File: src/apts_pkg.sv
// Constants shared by the position transfer supervisor
package apts_pkg;
  // Clock and reference tick
  localparam int unsigned CLK_MHZ = 200;
  localparam int unsigned TICK_US = 1000;
  localparam int unsigned TICK_CYCLES = TICK_US * CLK_MHZ;
  // Sequencing delays in milliseconds, tick is one millisecond
  localparam int unsigned TICK_MS = TICK_US / 1000;
  localparam int unsigned BASE_DELAY_MS = 95;
  localparam int unsigned FS_BASE_DELAY_MS = 210;
  localparam int unsigned FS_READY_DELAY_MS = 5;
  localparam int unsigned MODE_LIMIT_MS = 5000;
  localparam int unsigned REQ_ON_LIMIT_MS = 1000;
  localparam int unsigned REQ_OFF_LIMIT_MS = 1000;
  localparam logic [15:0] BASE_TICKS = 16'(BASE_DELAY_MS / TICK_MS);
  localparam logic [15:0] FS_BASE_TICKS = 16'(FS_BASE_DELAY_MS / TICK_MS);
  localparam logic [15:0] FS_READY_TICKS = 16'(FS_READY_DELAY_MS / TICK_MS);
  localparam logic [15:0] MODE_TICKS = 16'(MODE_LIMIT_MS / TICK_MS);
  localparam logic [15:0] REQ_ON_TICKS = 16'(REQ_ON_LIMIT_MS / TICK_MS);
  localparam logic [15:0] REQ_OFF_TICKS = 16'(REQ_OFF_LIMIT_MS / TICK_MS);
  // Register byte offsets
  localparam logic [7:0] CMD_OFS = 8'h00;
  localparam logic [7:0] REPLY_OFS = 8'h04;
  localparam logic [7:0] STATUS_OFS = 8'h08;
  localparam logic [7:0] POSCMD_OFS = 8'h0C;
  localparam logic [7:0] STATION_OFS = 8'h10;
  // Command register fields
  localparam int CMD_LSB = 0;
  localparam int DNO_LSB = 8;
  localparam int STN_LSB = 16;
  localparam logic [7:0] READ_POS_CMD = 8'h02;
  localparam logic [7:0] READ_POS_DNO = 8'h91;
  // Status register fields
  localparam int ST_VALID = 0;
  localparam int ST_ERR = 1;
  localparam int ST_BASE = 2;
  localparam int ST_READY = 3;
  localparam int ST_WARN = 4;
  // Error code returned in place of position data
  localparam logic [31:0] REPLY_ERR_CODE = 32'h0000_00E1;
  localparam logic [7:0] STATION_RST = 8'h00;
  // Timer indices
  localparam int NTIM = 6;
  localparam int T_BASE = 0;
  localparam int T_FSBASE = 1;
  localparam int T_FSRDY = 2;
  localparam int T_MODE = 3;
  localparam int T_REQON = 4;
  localparam int T_REQOFF = 5;
  typedef enum logic [2:0] {
    SEQ_OFF     = 3'b000,
    SEQ_WBASE   = 3'b001,
    SEQ_BASE_ON = 3'b010,
    SEQ_FS_WAIT = 3'b011,
    SEQ_FS_RDY  = 3'b100,
    SEQ_READY   = 3'b101
  } apts_seq_t;
endpackage : apts_pkg

File: src/apts_timer.sv
// Tick-counting interval timer with registered expiry flag
`timescale 1ns/1ps
`default_nettype none
module apts_timer #(
  parameter int WIDTH = 16
) (
  // Clock and reset
  input  wire logic             clk,
  input  wire logic             rst_n,
  // Control
  input  wire logic             tick,
  input  wire logic             run,
  input  wire logic [WIDTH-1:0] limit,
  // Result
  output logic                  expired
);
  logic [WIDTH-1:0] cnt_reg;
  logic [WIDTH-1:0] cnt_next;
  logic             exp_reg;
  logic             exp_next;

  initial
  begin
    if (WIDTH < 2) $error("apts_timer WIDTH too small");
  end

  always_comb
  begin
    cnt_next = '0;
    if (run && tick && cnt_reg != limit)
      cnt_next = cnt_reg + 1'b1;
    else if (run)
      cnt_next = cnt_reg;
    exp_next = run && (cnt_reg == limit);
  end

  always_ff @(posedge clk or negedge rst_n)
  begin
    if (!rst_n)
    begin
      cnt_reg <= '0;
      exp_reg <= 1'b0;
    end
    else
    begin
      cnt_reg <= cnt_next;
      exp_reg <= exp_next;
    end
  end

  assign expired = exp_reg;
endmodule : apts_timer
`default_nettype wire

File: src/apts_supervisor.sv
// Absolute position transfer supervisor, amplifier side
//
// Functional notes
// Controller flags error when data-ready stays low one second or more.
// Controller flags error when transfer mode lasts over five seconds.
// Controller flags error when position request stays on over one second.
// Amplifier raises time-out warning on request on, off or mode overrun.
// Controller comm error clears only when servo-on switch goes low.
// Checksum error clears on servo-on switch rise or fall by type.
// Servo alarm indication clears by alarm reset or power cycle.
// Master reads position with command 02, data number 91, right station.
// Amplifier replies with 32-bit position in command pulse units.
// Controller reads position every time servo-on is asserted.
// Response time-out supervision during serial read lives in controller.
// Read command returns position and loads it as position command.
// Base circuit turns on 95 ms after servo-on.
// Drive ready asserts only after base circuit is on.
// Controller withholds pulses until ready and position obtained.
// On communication fault amplifier returns error code instead of data.
// Controller retries failed reads, then enters error handling.
// On fault output controller drops servo-on and repeats acquisition.
// After forced stop release base on 210 ms later, ready 5 ms more.
// Controller acquires position between ready rise and first command.
// Controller raises checksum error after four consecutive mismatches; model counts four in total, cleared only on servo-on rise.
// Intervals are counted from a reference tick of settable period.
`timescale 1ns/1ps
`default_nettype none
module apts_supervisor #(
  parameter int unsigned TICK_CYCLES = apts_pkg::TICK_CYCLES
) (
  // Clock and reset
  input  wire logic        clk,
  input  wire logic        rst_n,
  // APB slave
  input  wire logic        psel,
  input  wire logic        penable,
  input  wire logic        pwrite,
  input  wire logic [7:0]  paddr,
  input  wire logic [31:0] pwdata,
  output logic [31:0]      prdata,
  output logic             pready,
  output logic             pslverr,
  // Servo control inputs
  input  wire logic        servo_on_request,
  input  wire logic        emergency_stop_input,
  input  wire logic        fault_active,
  input  wire logic [31:0] current_position,
  // Transfer handshake inputs
  input  wire logic        xfer_mode,
  input  wire logic        position_request,
  // Status outputs
  output logic             base_circuit_on,
  output logic             drive_ready,
  output logic             transfer_timeout_warning
);
  localparam int TW = $clog2(TICK_CYCLES);

  initial
  begin
    if (TICK_CYCLES < 2) $error("TICK_CYCLES must be at least 2");
  end

  // Reference tick
  logic [TW-1:0]     tdiv_reg;
  logic [TW-1:0]     tdiv_next;
  logic              tick_reg;
  logic              tick_next;

  always_comb
  begin
    tick_next = (tdiv_reg == TW'(TICK_CYCLES - 1));
    tdiv_next = tick_next ? '0 : tdiv_reg + 1'b1;
  end

  always_ff @(posedge clk or negedge rst_n)
  begin
    if (!rst_n)
    begin
      tdiv_reg <= '0;
      tick_reg <= 1'b0;
    end
    else
    begin
      tdiv_reg <= tdiv_next;
      tick_reg <= tick_next;
    end
  end

  // Interval timers
  apts_pkg::apts_seq_t state_reg;
  apts_pkg::apts_seq_t state_next;
  logic [apts_pkg::NTIM-1:0] t_run;
  logic [apts_pkg::NTIM-1:0] t_exp;
  logic [15:0]               t_lim [apts_pkg::NTIM];

  always_comb
  begin
    t_lim[apts_pkg::T_BASE]   = apts_pkg::BASE_TICKS;
    t_lim[apts_pkg::T_FSBASE] = apts_pkg::FS_BASE_TICKS;
    t_lim[apts_pkg::T_FSRDY]  = apts_pkg::FS_READY_TICKS;
    t_lim[apts_pkg::T_MODE]   = apts_pkg::MODE_TICKS;
    t_lim[apts_pkg::T_REQON]  = apts_pkg::REQ_ON_TICKS;
    t_lim[apts_pkg::T_REQOFF] = apts_pkg::REQ_OFF_TICKS;
    t_run[apts_pkg::T_BASE]   = state_reg == apts_pkg::SEQ_WBASE;
    t_run[apts_pkg::T_FSBASE] = state_reg == apts_pkg::SEQ_FS_WAIT;
    t_run[apts_pkg::T_FSRDY]  = state_reg == apts_pkg::SEQ_FS_RDY;
    t_run[apts_pkg::T_MODE]   = xfer_mode;
    t_run[apts_pkg::T_REQON]  = xfer_mode && position_request;
    t_run[apts_pkg::T_REQOFF] = xfer_mode && !position_request;
  end

  for (genvar i = 0; i < apts_pkg::NTIM; i++)
  begin : g_tim
    apts_timer #(.WIDTH(16)) u_tim (
      .clk     (clk),
      .rst_n   (rst_n),
      .tick    (tick_reg),
      .run     (t_run[i]),
      .limit   (t_lim[i]),
      .expired (t_exp[i])
    );
  end

  // Servo-on sequencing
  logic fs_seen_reg;
  logic fs_seen_next;
  logic enable_ok;

  always_comb
  begin
    enable_ok = servo_on_request && !emergency_stop_input && !fault_active;
    state_next = state_reg;
    fs_seen_next = fs_seen_reg | emergency_stop_input;
    case (state_reg)
      apts_pkg::SEQ_OFF:
        if (enable_ok)
          state_next = fs_seen_reg ? apts_pkg::SEQ_FS_WAIT
                                   : apts_pkg::SEQ_WBASE;
      apts_pkg::SEQ_WBASE:
        if (t_exp[apts_pkg::T_BASE])
          state_next = apts_pkg::SEQ_BASE_ON;
      apts_pkg::SEQ_BASE_ON:
        state_next = apts_pkg::SEQ_READY;
      apts_pkg::SEQ_FS_WAIT:
        if (t_exp[apts_pkg::T_FSBASE])
          state_next = apts_pkg::SEQ_FS_RDY;
      apts_pkg::SEQ_FS_RDY:
        if (t_exp[apts_pkg::T_FSRDY])
          state_next = apts_pkg::SEQ_READY;
      apts_pkg::SEQ_READY:
        fs_seen_next = emergency_stop_input;
      default:
        state_next = apts_pkg::SEQ_OFF;
    endcase
    if (!enable_ok)
      state_next = apts_pkg::SEQ_OFF;
    if (state_next == apts_pkg::SEQ_READY)
      fs_seen_next = 1'b0;
  end

  logic base_reg;
  logic base_next;
  logic rdy_reg;
  logic rdy_next;

  always_comb
  begin
    base_next = state_next == apts_pkg::SEQ_BASE_ON ||
                state_next == apts_pkg::SEQ_FS_RDY ||
                state_next == apts_pkg::SEQ_READY;
    rdy_next = state_next == apts_pkg::SEQ_READY && base_reg;
  end

  always_ff @(posedge clk or negedge rst_n)
  begin
    if (!rst_n)
    begin
      state_reg   <= apts_pkg::SEQ_OFF;
      fs_seen_reg <= 1'b0;
      base_reg    <= 1'b0;
      rdy_reg     <= 1'b0;
    end
    else
    begin
      state_reg   <= state_next;
      fs_seen_reg <= fs_seen_next;
      base_reg    <= base_next;
      rdy_reg     <= rdy_next;
    end
  end

  // APB slave, serial read command and warning
  logic        acc;
  logic        cmd_wr;
  logic        cmd_ok;
  logic        warn_set;
  logic        rdy_out_reg;
  logic        rdy_out_next;
  logic        err_out_reg;
  logic        err_out_next;
  logic [31:0] rdata_reg;
  logic [31:0] rdata_next;
  logic [31:0] reply_reg;
  logic [31:0] reply_next;
  logic [31:0] poscmd_reg;
  logic [31:0] poscmd_next;
  logic [7:0]  stn_reg;
  logic [7:0]  stn_next;
  logic        valid_reg;
  logic        valid_next;
  logic        rerr_reg;
  logic        rerr_next;
  logic        warn_reg;
  logic        warn_next;
  logic        mapped;

  always_comb
  begin
    acc = psel && penable && !rdy_out_reg;
    cmd_wr = acc && pwrite && paddr == apts_pkg::CMD_OFS;
    cmd_ok = pwdata[apts_pkg::CMD_LSB +: 8] == apts_pkg::READ_POS_CMD &&
             pwdata[apts_pkg::DNO_LSB +: 8] == apts_pkg::READ_POS_DNO;
    mapped = paddr == apts_pkg::CMD_OFS || paddr == apts_pkg::REPLY_OFS ||
             paddr == apts_pkg::STATUS_OFS ||
             paddr == apts_pkg::POSCMD_OFS ||
             paddr == apts_pkg::STATION_OFS;
    rdy_out_next = acc;
    err_out_next = acc && !mapped;
    reply_next = reply_reg;
    poscmd_next = poscmd_reg;
    valid_next = valid_reg;
    rerr_next = rerr_reg;
    stn_next = stn_reg;
    if (cmd_wr && pwdata[apts_pkg::STN_LSB +: 8] == stn_reg)
    begin
      valid_next = 1'b1;
      rerr_next = !cmd_ok;
      if (cmd_ok)
      begin
        reply_next = current_position;
        poscmd_next = current_position;
      end
      else
        reply_next = apts_pkg::REPLY_ERR_CODE;
    end
    if (acc && pwrite && paddr == apts_pkg::STATION_OFS)
      stn_next = pwdata[7:0];
    warn_set = t_exp[apts_pkg::T_MODE] || t_exp[apts_pkg::T_REQON] ||
               t_exp[apts_pkg::T_REQOFF];
    warn_next = warn_reg;
    if (acc && pwrite && paddr == apts_pkg::STATUS_OFS &&
        pwdata[apts_pkg::ST_WARN])
      warn_next = 1'b0;
    if (warn_set)
      warn_next = 1'b1;
    rdata_next = '0;
    if (acc && !pwrite)
      case (paddr)
        apts_pkg::REPLY_OFS:   rdata_next = reply_reg;
        apts_pkg::POSCMD_OFS:  rdata_next = poscmd_reg;
        apts_pkg::STATION_OFS: rdata_next = {24'h000000, stn_reg};
        apts_pkg::STATUS_OFS:
        begin
          rdata_next[apts_pkg::ST_VALID] = valid_reg;
          rdata_next[apts_pkg::ST_ERR]   = rerr_reg;
          rdata_next[apts_pkg::ST_BASE]  = base_reg;
          rdata_next[apts_pkg::ST_READY] = rdy_reg;
          rdata_next[apts_pkg::ST_WARN]  = warn_reg;
        end
        default:               rdata_next = '0;
      endcase
  end

  always_ff @(posedge clk or negedge rst_n)
  begin
    if (!rst_n)
    begin
      rdy_out_reg <= 1'b0;
      err_out_reg <= 1'b0;
      rdata_reg   <= '0;
      reply_reg   <= '0;
      poscmd_reg  <= '0;
      stn_reg     <= apts_pkg::STATION_RST;
      valid_reg   <= 1'b0;
      rerr_reg    <= 1'b0;
      warn_reg    <= 1'b0;
    end
    else
    begin
      rdy_out_reg <= rdy_out_next;
      err_out_reg <= err_out_next;
      rdata_reg   <= rdata_next;
      reply_reg   <= reply_next;
      poscmd_reg  <= poscmd_next;
      stn_reg     <= stn_next;
      valid_reg   <= valid_next;
      rerr_reg    <= rerr_next;
      warn_reg    <= warn_next;
    end
  end

  assign prdata = rdata_reg;
  assign pready = rdy_out_reg;
  assign pslverr = err_out_reg;
  assign base_circuit_on = base_reg;
  assign drive_ready = rdy_reg;
  assign transfer_timeout_warning = warn_reg;
endmodule : apts_supervisor
`default_nettype wire

File: config.mk
export PLATFORM = sky130hd
export DESIGN_NAME = apts_supervisor
export DESIGN_NICKNAME = d
export VERILOG_FILES = /design/src/apts_pkg.sv /design/src/apts_timer.sv /design/src/apts_supervisor.sv
export SDC_FILE = /design/constraint.sdc
export NUM_CORES = 1
export LEC_CHECK = 0
export BUFFER_PORTS_ARGS = -buffer_cell sky130_fd_sc_hd__buf_4
export CAP_MARGIN = 20
export CORE_MARGIN = 2
export CORE_UTILIZATION = 63
export CTS_CLUSTER_SIZE = 30
export DETAILED_ROUTE_END_ITERATION = 8
export GPL_ROUTABILITY_DRIVEN = 0
export GPL_TIMING_DRIVEN = 0
export HOLD_SLACK_MARGIN = 0.03
export PLACE_DENSITY_LB_ADDON = 0.12
export SYNTH_ARGS = -nofsm -noshare
export SYNTH_HDL_FRONTEND = slang
export SYNTH_SLANG_ARGS = --single-unit
File: constraint.sdc
create_clock -name clk -period 4.7 [get_ports clk]
set_input_delay 0.94 -clock clk [delete_from_list [all_inputs] [get_ports clk]]
set_output_delay 0.94 -clock clk [all_outputs]
set_load 0.005 [all_outputs]
After elaboration in Yosys (flattened, before gate mapping)
Cells that the tools add are included.
{"block": "totals", "mem_count": 0, "latchBits": 0, "register_bits": 236, "mem_bits_rw": 0, "wordCells": 149, "out_inout_bits": 37, "romBits": 0}
{"block": "op_classes", "n_reduce_logical": 53, "add_sub_neg": 7, "magnitude_cmp": 0, "n_shift": 0, "bitwise": 1, "div": 0, "mux": 27, "eq_ne": 34, "multipliers": 0}
{"operator": "16-bit 2-to-1 mux", "n": 12}
{"operator": "16-bit by 1-bit adder with 16-bit output (second input constant)", "n": 6}
{"operator": "27-bit one-hot mux with 3 select lines", "n": 1}
{"operator": "32-bit 2-to-1 mux", "n": 2}
{"operator": "1-bit logical AND", "n": 34}
{"operator": "16-bit by 10-bit equality test with 1-bit output (second input constant)", "n": 2}
{"operator": "16-bit by 10-bit inequality test with 1-bit output (second input constant)", "n": 2}
{"operator": "5-bit one-hot mux with 4 select lines", "n": 1}
{"operator": "18-bit by 1-bit adder with 18-bit output (second input constant)", "n": 1}
{"operator": "18-bit equality test (second input constant)", "n": 1}
{"operator": "18-bit 2-to-1 mux", "n": 1}
{"operator": "3-bit one-hot mux with 6 select lines", "n": 1}
{"operator": "16-bit by 13-bit equality test with 1-bit output (second input constant)", "n": 1}
{"operator": "16-bit by 3-bit equality test with 1-bit output (second input constant)", "n": 1}
{"operator": "16-bit by 7-bit equality test with 1-bit output (second input constant)", "n": 1}
{"operator": "16-bit by 8-bit equality test with 1-bit output (second input constant)", "n": 1}
{"operator": "8-bit by 4-bit equality test with 1-bit output (second input constant)", "n": 2}
{"operator": "16-bit by 13-bit inequality test with 1-bit output (second input constant)", "n": 1}
{"operator": "16-bit by 3-bit inequality test with 1-bit output (second input constant)", "n": 1}
{"operator": "16-bit by 7-bit inequality test with 1-bit output (second input constant)", "n": 1}
{"operator": "16-bit by 8-bit inequality test with 1-bit output (second input constant)", "n": 1}
{"operator": "3-bit equality test (second input constant)", "n": 4}
{"operator": "3-bit 2-to-1 mux", "n": 4}
{"operator": "2-bit inequality test (second input constant)", "n": 5}
{"operator": "other kinds (17)", "n": 35}

Depth between registers and ports, before layout
Gate-level depths: netlist (run 1).
{"block": "logic_depth", "depth_word": 7, "mapped_depth": 8}

Hierarchy
From an unflattened synthesis (run 1), not the netlist that was laid out.
{"block": "hier_totals", "cells_unflattened": 1140, "hier_area_um2": 12423.2}
{"mod": "apts_supervisor", "seq_area_each_um2": 3353.2, "area_per_inst_um2": 5745.5, "n_inst": 1, "cells_each": 461}
{"mod": "apts_timer (g_tim[0].u_tim ...)", "seq_area_each_um2": 425.4, "area_per_inst_um2": 1116.1, "n_inst": 5, "cells_each": 113}
{"mod": "apts_timer (g_tim[5].u_tim)", "seq_area_each_um2": 425.4, "area_per_inst_um2": 1097.3, "n_inst": 1, "cells_each": 114}

Worst setup path before layout (run 1)
Ideal clock, no wire load.
{"block": "synth_path", "path_kind": "input to register", "from": "input paddr[0]", "to": "register poscmd_reg[10]", "n_path_buf": 2, "arrival_time_ns": 2.656, "setup_slack_ns": 1.919, "path_stages": 7, "path_cell_list": "nor4_4 nand4b_1 or4_4 nand2b_1 buf_6 buf_6 mux2_4"}
{"block": "synth_via", "elab_chain_len": 4}
{"element": "start, declared", "line_no": "apts_supervisor.sv:38", "rtl": "input wire logic [7:0] paddr,"}
{"element": "8-bit zero test", "line_no": "apts_supervisor.sv:220", "rtl": "cmd_wr = acc && pwrite && paddr == apts_pkg::CMD_OFS;"}
{"element": "1-bit logical AND", "line_no": "apts_supervisor.sv:220"}
{"element": "1-bit logical AND", "line_no": "apts_supervisor.sv:234", "rtl": "if (cmd_wr && pwdata[apts_pkg::STN_LSB +: 8] == stn_reg)"}
{"element": "2-bit AND reduction (no source line)"}
{"element": "end signal, assigned", "line_no": "apts_supervisor.sv:294", "rtl": "poscmd_reg <= poscmd_next;"}
{"element": "end, declared", "line_no": "apts_supervisor.sv:205", "rtl": "logic [31:0] poscmd_reg;"}
No other way between the ends.
A chain may end at the register's enable or synchronous reset.

Worst setup path in the final report (run 1)
{"block": "layout_path", "from": "input paddr[0]", "to": "register rdata_reg[28] (netlist: prdata[28])"}
{"block": "layout_via", "elab_chain_len": 3}
{"element": "8-bit by 5-bit equality test with 1-bit output (tied with other cells)", "line_no": "apts_supervisor.sv:258", "rtl": "case (paddr)"}
{"element": "27-bit one-hot mux with 3 select lines (*)", "line_no": "apts_supervisor.sv:258"}
{"element": "32-bit 2-to-1 mux (*)", "line_no": "apts_supervisor.sv:257", "rtl": "if (acc && !pwrite)"}
{"element": "named net rdata_next[28]", "line_no": "apts_supervisor.sv:202", "rtl": "logic [31:0] rdata_next;"}
{"element": "end signal, assigned", "line_no": "apts_supervisor.sv:292", "rtl": "rdata_reg <= rdata_next;"}
{"element": "end, declared", "line_no": "apts_supervisor.sv:201", "rtl": "logic [31:0] rdata_reg;"}
The timed path passes the listed nets; every way through them passes the cells marked *.

==> results by stage, run 1 <==
Status:
- The run finished with clean final reports.

STA:
- The post-route setup TNS is 0 ns.
- The clock skew after layout is 0.0167 ns.
- Setup violations remaining at the end of the flow were counted as 0.
- The worst hold slack across all endpoints is 0.346 ns.
- The number of failing hold endpoints at the final stage is 0.
- The fraction of the cycle the final worst path needs is 58.6%.
- Setup repair after global routing left no endpoint under its margin.
- For the pin with the worst max-slew slack, the measured transition is 0.824 ns.
- Across all setup checks in the final design, the least slack found is 1.95 ns.
- The number of max-slew violations in the final report is 0.
- The clock period could shrink to 2.75 ns.
- Static timing analysis puts the maximum clock frequency at 0.363 GHz.
- The normalized max-slew margin is 44.6%.

Placed design:
- Detailed placement finished with a half-perimeter wire length of 15,700 um.
- OpenSTA, run right after detailed placement, puts the worst setup slack at 1.46 ns.
- The total placed instance area is 12,100 um2.
- Buffers placed on the I/O ports in this run total 110.

Detailed routing:
- Before antenna repair, the detailed router went through 5 iterations.
- After the first detailed-routing iteration, the DRC count stood at 456.
- The vias per cell is 5.70.
- In the final routed layout, each cell accounts on average for 16.3 um.
- In this run the remaining antenna-violating nets after routing total 0.
- For this run, design rule violations remaining after detail routing come to 0.
- The overall routed net length is 23,000 um.
- The final route contains 8,046 vias.

Logic synthesis:
- Of the total synthesized cell area, the portion taken by full adders, half adders and majority gates is 1.38%.
- After synthesis the cells add up to 10,900 um2.
- The xor and xnor fraction of the mapped netlist area is 8.43%.
- The top cell type's share of synthesized area is 54.2%.
- Sequential elements use 54.2% of the synthesized area.
- The proportion of synthesized flip-flops having asynchronous set or reset is 100%.
- For this run, the number of Yosys warnings is 0.
- The synthesized-area fraction occupied by and/or/nand/nor cells is 21.1%.
- Ranked by total cell area, the synthesized netlist is headed by sky130_fd_sc_hd__dfrtp_1, sky130_fd_sc_hd__xor2_1, sky130_fd_sc_hd__nor2_1.
- The synthesized netlist cell count is 1,030.
- By area, the combinational part of the netlist is dominated by simple AND/OR/NAND/NOR gates.
- The number of synthesized flops with an enable pin is 0.
- The count of unique library cells instantiated by Yosys is 51.
- The compound-gate portion of the synthesized area is 6.79%.
- For this run, the leading register cell type out of synthesis is sky130_fd_sc_hd__dfrtp_1.
- The most frequent cell after synthesis is sky130_fd_sc_hd__dfrtp_1.
- When the netlist entered floorplanning its net count stood at 1,124.
- A synthesized cell averages 10.6 um2.
- The mux cell area share after synthesis is 5.51%.
- The commonest cells after synthesis are sky130_fd_sc_hd__dfrtp_1, sky130_fd_sc_hd__nor2_1, sky130_fd_sc_hd__nand2_1, sky130_fd_sc_hd__xor2_1, sky130_fd_sc_hd__nand3_1.
- After synthesis the netlist holds a flip-flop and latch count of 236.
- sky130_fd_sc_hd__dfrtp_1 takes more of the synthesized area than any other cell.

Worst setup path:
- Along the worst path, the maximum fanout reaches 10.
- Measured in cells, the most critical reg-to-reg path has a length of 7.
- STA classifies the critical path endpoint as a flop.
- The critical path is of the input port to flop type.
- For the worst setup path, the data required time is 5.13 ns.
- The worst register-to-register path ends at reply_reg[23].
- The critical path startpoint category is an input port.
- The origin of the critical flop-to-flop path is pready.
- At the worst endpoint, the arrival time is 3.19 ns.
- In this run the register-to-register setup slack is 2.25 ns.

Clock network:
- TritonCTS built the clock tree.
- Gates resized during post-CTS repair numbered 0.
- TritonCTS created 25 clock buffers.
- The clock latency of the later-clocked register in the worst-skew pair is 0.52 ns.
- The number of levels in the clock H-tree is 1.
- The worst-case clock buffer depth is 3.
- Buffers added to address setup during post-CTS repair amount to 0.
- After clock tree synthesis, the flow added hold-fix buffers numbering 0.
- After clock tree synthesis, the clock-pin slew on the worst setup and hold paths is 0.06 ns.
- The clock drives 236 sinks.
- The tree is rooted in a sky130_fd_sc_hd__clkbuf_16.

Global route:
- The global routing usage summed across all routing layers is 25.9%.
- The via count of the first global-routing pass is 7,992.
- Entering global routing, the biggest net connects 88 pins.
- Global routing finished with a remaining overflow of 0.
- The number of antenna violations at the first check in global routing is 0.
- The global-route wire length before repair is 39,000 um.

Power and ir drop:
- The static leakage is 5.82 nW.
- VDD sags by at most 0.000323 V.
- For this design the ratio of total power to cell area is 328 nW/um2.

Cells and area:
- Cells with a size suffix above 1 make up 17.9% of the layout.
- The area taken by flip-flops and latches is 5910 um2.
- After the last flow step, the layout net total stands at 1,263.
- The layout overhead on the synthesized area is 18.8%.
- The diode insertion count for antenna repair is 0.
- The total area of multi-input combinational cells is 4710 um2.
- The final standard cell area without fillers is 13,000 um2.
- The layout has 1,138 filler cells.
- The flip-flop count of the largest register after layout is 96.

Floorplanning:
- Measured along the y axis, the die boundary spans 136 um.
- The placement row count is 48.
- The area of the core region is 17,100 um2.
- The floorplan step defined a die boundary enclosing 18,400 um2.
- The floorplan step set the die width to 136 um.
- The number of primary I/O pins is 119.
- The initial cell density of the core is 63.7%.

Flow run:
- The tool flagged a number of max-cap violations equal to 0.

Hold path:
- The kind of path behind the tightest hold check is input port to async pin.
==> kinds of logic after synthesis <==
logic type,Yosys count
simple gates,454
flops,236
compound gates,111
xor+xnor,105
buf+inv,68
mux,44
fa+ha+maj,12
==> routing by layer <==
| metal | GRT usage [%] | share of wire (%) | up-vias |
|---|---|---|---|
| met1 | 36.6 | 45 | 3947 |
| li1 | - | - | 3855 |
| met3 | 3.59 | 4.3 | 48 |
| met2 | 42.5 | 48 | 196 |
| met4 | 7.29 | 2.2 | 0 |
| met5 | 0 | 0 | - |
==> cell type report <==
type	instances	share of cell area [%]
Inverter	24	0.695
Tap cell	225	2.17
Sequential cell	236	45.6
Clock inverter	15	1.44
Multi-Input combinational cell	726	36.4
Clock buffer	30	5.36
Buffer	44	1.51
Timing Repair Buffer	112	6.86
==> critical path, cell delays in order <==
cell,delay (ns)
sky130_fd_sc_hd__buf_4,0.12
sky130_fd_sc_hd__nor4_4,0.31
sky130_fd_sc_hd__nor2b_1,0.39
sky130_fd_sc_hd__and3_1,0.27
sky130_fd_sc_hd__clkbuf_1,0.39
sky130_fd_sc_hd__buf_1,0.48
sky130_fd_sc_hd__a22oi_1,0.13
sky130_fd_sc_hd__nor2_1,0.13
==> how the worst max path moves through the flow <==
stage	slack, ns	from	end
after floorplan	1.92	paddr[0]	poscmd_reg[10]
after global placement	0.93	rst_n	tdiv_reg[8]
after detailed placement	1.46	paddr[0]	prdata[26]
after CTS	1.99	paddr[0]	prdata[26]
after global routing	1.81	paddr[0]	prdata[26]
final	1.95	paddr[0]	prdata[28]
==> metrics by stage <==
stage | total power (W) | utilization [%] | instances
finish | 0.00425 | 75.7 | 1412
global route | 0.00439 | 75.7 | 1412
CTS | 0.00429 | 75.7 | 1412
detailed placement | 0.00222 | 70.5 | 1367
global placement | 0.00221 | 70.2 | 1365
floorplan | 0.00210 | - | 1030
==> where the power goes <==
| group | switching [W] | leakage, nW | internal [W] |
|---|---|---|---|
| clock network | 0.000804 | 0.445 | 0.00127 |
| registers | 0.00000316 | 3.25 | 0.00203 |
| logic | 0.0000802 | 2.13 | 0.0000588 |
| total | 0.000887 | 5.82 | 0.00337 |
==> layout by cell type, fill, tap and decap left out, types with 11 or more instances in the layout <==
master,n
sky130_fd_sc_hd__a21oi_1,13
sky130_fd_sc_hd__mux2_4,29
sky130_fd_sc_hd__ha_1,12
sky130_fd_sc_hd__xor2_1,61
sky130_fd_sc_hd__o21ai_0,41
sky130_fd_sc_hd__and2_1,20
sky130_fd_sc_hd__buf_4,109
sky130_fd_sc_hd__mux2_2,12
sky130_fd_sc_hd__xnor2_1,44
sky130_fd_sc_hd__inv_1,24
sky130_fd_sc_hd__nor4_1,11
sky130_fd_sc_hd__nor2_1,130
sky130_fd_sc_hd__nor3_1,25
sky130_fd_sc_hd__and3_1,23
sky130_fd_sc_hd__dfrtp_1,236
sky130_fd_sc_hd__nand2_1,93
sky130_fd_sc_hd__a22oi_1,34
sky130_fd_sc_hd__clkbuf_16,25
sky130_fd_sc_hd__clkbuf_1,38
sky130_fd_sc_hd__nand3_1,56
sky130_fd_sc_hd__nand4_1,27
No activity file was read; power rests on OpenSTA's default activity.
==> run 2, diff against run 1 <==
--- a/config.mk
+++ b/config.mk
@@ -8,7 +8,7 @@
 export BUFFER_PORTS_ARGS = -buffer_cell sky130_fd_sc_hd__buf_4
 export CAP_MARGIN = 20
 export CORE_MARGIN = 2
-export CORE_UTILIZATION = 63
+export CORE_UTILIZATION = 59
 export CTS_CLUSTER_SIZE = 30
 export DETAILED_ROUTE_END_ITERATION = 8
 export GPL_ROUTABILITY_DRIVEN = 0
==> constraint.sdc (replaced) <==
create_clock -name clk -period 2.7 [get_ports clk]
set_input_delay 0.54 -clock clk [delete_from_list [all_inputs] [get_ports clk]]
set_output_delay 0.54 -clock clk [all_outputs]
set_load 0.005 [all_outputs]
==> results by stage, run 2 (synthesis gave the netlist of run 1 again) <==
Status:
- The run finished with clean final reports.

Cells and area:
- The flip-flop count of the largest register after layout was 96 (unchanged).
- The final standard cell area without fillers was 12,900 um2 (-0.15%).
- The diode insertion count for antenna repair is 0 (unchanged).
- The net total in the final layout is 1,262 (-0.079%).
- The number of fillers in the final layout is 1,303 (+14%).
- The most common library cell in the layout ignoring fill and taps is sky130_fd_sc_hd__dfrtp_1.
- The ratio of cells with drive above 1 in the final layout is 17.5% (-0.42 points).
- In the layout the commonest cells are sky130_fd_sc_hd__dfrtp_1, sky130_fd_sc_hd__nor2_1, sky130_fd_sc_hd__buf_4, sky130_fd_sc_hd__nand2_1, sky130_fd_sc_hd__xor2_1.
- The area growth from synthesis to layout is 18.6%.

Floorplanning:
- The area of the core region is 18,000 um2 (+5.3%).
- The number of primary I/O pins was 119 (unchanged).
- The width of the die is 140 um (+3.2%).
- The die outline area is 19,600 um2 (+6.6%).
- The height of the die came to 140 um (+3.2%).
- The placement row count is 49 (+2.1%).
- The initial cell density of the core is 60.5% (-3.2 points).

Global route:
- The largest net degree at the start of global routing came to 120 (+36%).
- The via count of the first global-routing pass is 7,972 (-0.25%).
- The overflow left after global routing is 0 (unchanged).
- The number of antenna violations at the first check in global routing is 1 (+1).
- met2 is the most crowded layer.
- The met3 usage in global routing is 4.00% (+0.41 points).
- The met1 usage in global routing is 34.3% (-2.3 points).
- The global-route wire length before repair is 39,400 um (+0.79%).
- The global routing usage summed across all routing layers was 24.2% (-1.8 points).
- The met2 track utilization from global routing is 39.3% (-3.2 points).

Worst setup path:
- The reg-to-reg critical path endpoint is reply_reg[26].
- The worst stage delay on the critical path is 0.47 ns (about the same).
- The critical path goes through buf_4 -> nor4_4 -> nor2b_1 -> and3_1 -> clkbuf_1 -> buf_1 -> a22oi_1 -> nor2_1.
- The maximum fanout count along the critical path is 10 (unchanged).
- In this run the critical register-to-register path is launched from pready.
- The critical path data required time is 3.13 ns (-2.00 ns).
- The cell count of the worst reg-to-reg path was 7 (unchanged).
- The worst setup path is launched from an input port.
- For this design, the slowest cell found on the critical path is sky130_fd_sc_hd__buf_1.
- The kind of end point of the critical path is a flop.
- The kind of critical path is input port to flop.
- The arrival time of the worst setup path is 2.93 ns (-0.26 ns).
- The worst reg-to-reg setup slack is 0.24 ns (-2.01 ns).

Clock network:
- The quantity of gates resized following cts is 0 (unchanged).
- The clock sink count is 236 (unchanged).
- The clock latency of the later-clocked register in the worst-skew pair was 0.53 ns (about the same).
- The hold-fix buffer count after cts is 0 (unchanged).
- The worst-case clock buffer depth was 3 (unchanged).
- TritonCTS built the clock tree.
- The root buffer selected by CTS is sky130_fd_sc_hd__clkbuf_16.
- The post-CTS setup buffer count is 0 (unchanged).
- The number of levels in the clock H-tree is 1 (unchanged).
- The number of buffers inserted during clock tree synthesis is 25 (unchanged).
- The clock transition at the registers of the reported paths is 0.06 ns (about the same).

STA:
- The number of max-slew violations in the final report is 0 (unchanged).
- The clock skew after layout is 0.0254 ns (+0.00867 ns).
- The final worst-path setup slack was 0.197 ns (-1.75 ns).
- The shortest clock period the worst path allows after layout is 2.50 ns.
- The number of failing hold endpoints at the final stage came to 0 (unchanged).
- For this run, the top clock speed supported by timing is 0.400 GHz.
- The setup-violating endpoint count in the final report is 0 (unchanged).
- The worst path uses 92.7% of the clock period.
- Setup repair after global routing left no endpoint under its margin.
- The slew at the pin with the worst max-slew slack is 0.897 ns (+0.0728 ns).
- The normalized max-slew margin is 40.2% (-4.4 points).

Detailed routing:
- The post-route antenna net violation count was 0 (unchanged).
- The via count is 7,973 (-0.91%).
- The first-pass iteration count of the detailed router is 5 (unchanged).
- The overall routed net length is 23,100 um (+0.33%).
- The initial detailed-routing violation count came to 490 (+7.5%).
- The average detailed-routed wire length per instance was 16.3 um (about the same).
- The number of DRC violations after detailed routing came to 0 (unchanged).
- The vias per cell is 5.63 (-1.2%).

Hold path:
- The kind of path behind the tightest hold check is input port to async pin.

Power and ir drop:
- The overall power after layout was 0.00739 W (+74%).
- The static leakage is 5.80 nW (-0.35%).
- The power density relative to cell area is 572 nW/um2 (+74%).
- The worst voltage drop across the vdd grid was 0.000605 V (+87%).

Placed design:
- The worst setup slack after placement is -0.205 ns (-1.67 ns).
- The half-perimeter wire length of the detailed placement result was 15,300 um (-2.3%).
- The total placed instance area was 12,100 um2 (-0.19%).
- The count of port buffers added during placement is 110 (unchanged).

Flow run:
- The max-capacitance violation count is 0 (unchanged).
-- run 2: cell type report --
| cell class | instances | area [um2] | share of cell area [%] |
|---|---|---|---|
| Sequential cell | 236 | 5910 | 45.7 |
| Multi-Input combinational cell | 726 | 4710 | 36.4 |
| Clock buffer | 42 | 810 | 6.26 |
| Tap cell | 229 | 287 | 2.22 |
| Timing Repair Buffer | 111 | 861 | 6.66 |
| Clock inverter | 4 | 73.8 | 0.571 |
| Buffer | 44 | 195 | 1.51 |
| Inverter | 24 | 90.1 | 0.696 |
-- run 2: how the worst max path moves through the flow --
stage              from              to  slack, ns  depth (start not counted)
2_1_floorplan  paddr[0]  poscmd_reg[10]       0.32                          7
3_3_place_gp      rst_n     tdiv_reg[8]      -0.67                          1
3_5_place_dp   paddr[0]      prdata[30]      -0.20                          8
4_1_cts          pready   reply_reg[26]       0.23                          7
5_1_grt        paddr[0]      prdata[30]        0.1                          8
6_report       paddr[0]      prdata[30]       0.20                          8
-- run 2: metrics by stage --
stage	setup TNS [ns]	hold slack, ns	cells	utilization [%]
floorplan	0	0.244	1030	-
global placement	-156.92	0.450	1369	66.7
detailed placement	-2.91	0.459	1370	66.9
CTS	0	0.144	1416	71.8
global route	0	0.181	1416	71.8
finish	0	0.0926	1416	71.8
-- run 2: worst max-delay path, delay by kind of cell --
| family | cells | cell delay, ns |
|---|---|---|
| and+or+nand+nor | 4 | 1.26 |
| AOI/OAI and AO/OA | 1 | 0.13 |
| buffers and inverters | 3 | 1.00 |
-- run 2: power breakdown --
| group | internal [W] | total [W] | switching, W | leakage [nW] |
|---|---|---|---|---|
| sequential | 0.00354 | 0.00355 | 0.00000511 | 3.25 |
| combinational | 0.0000982 | 0.000235 | 0.000137 | 2.12 |
| clock | 0.00222 | 0.00361 | 0.00139 | 0.437 |
| total | 0.00586 | 0.00739 | 0.00153 | 5.80 |
-- run 2: per-layer routing --
metal / wire length, um / vias up
li1: - / 3847
met5: 0 / -
met2: 11000 / 201
met3: 1210 / 31
met4: 460 / 0
met1: 10500 / 3894
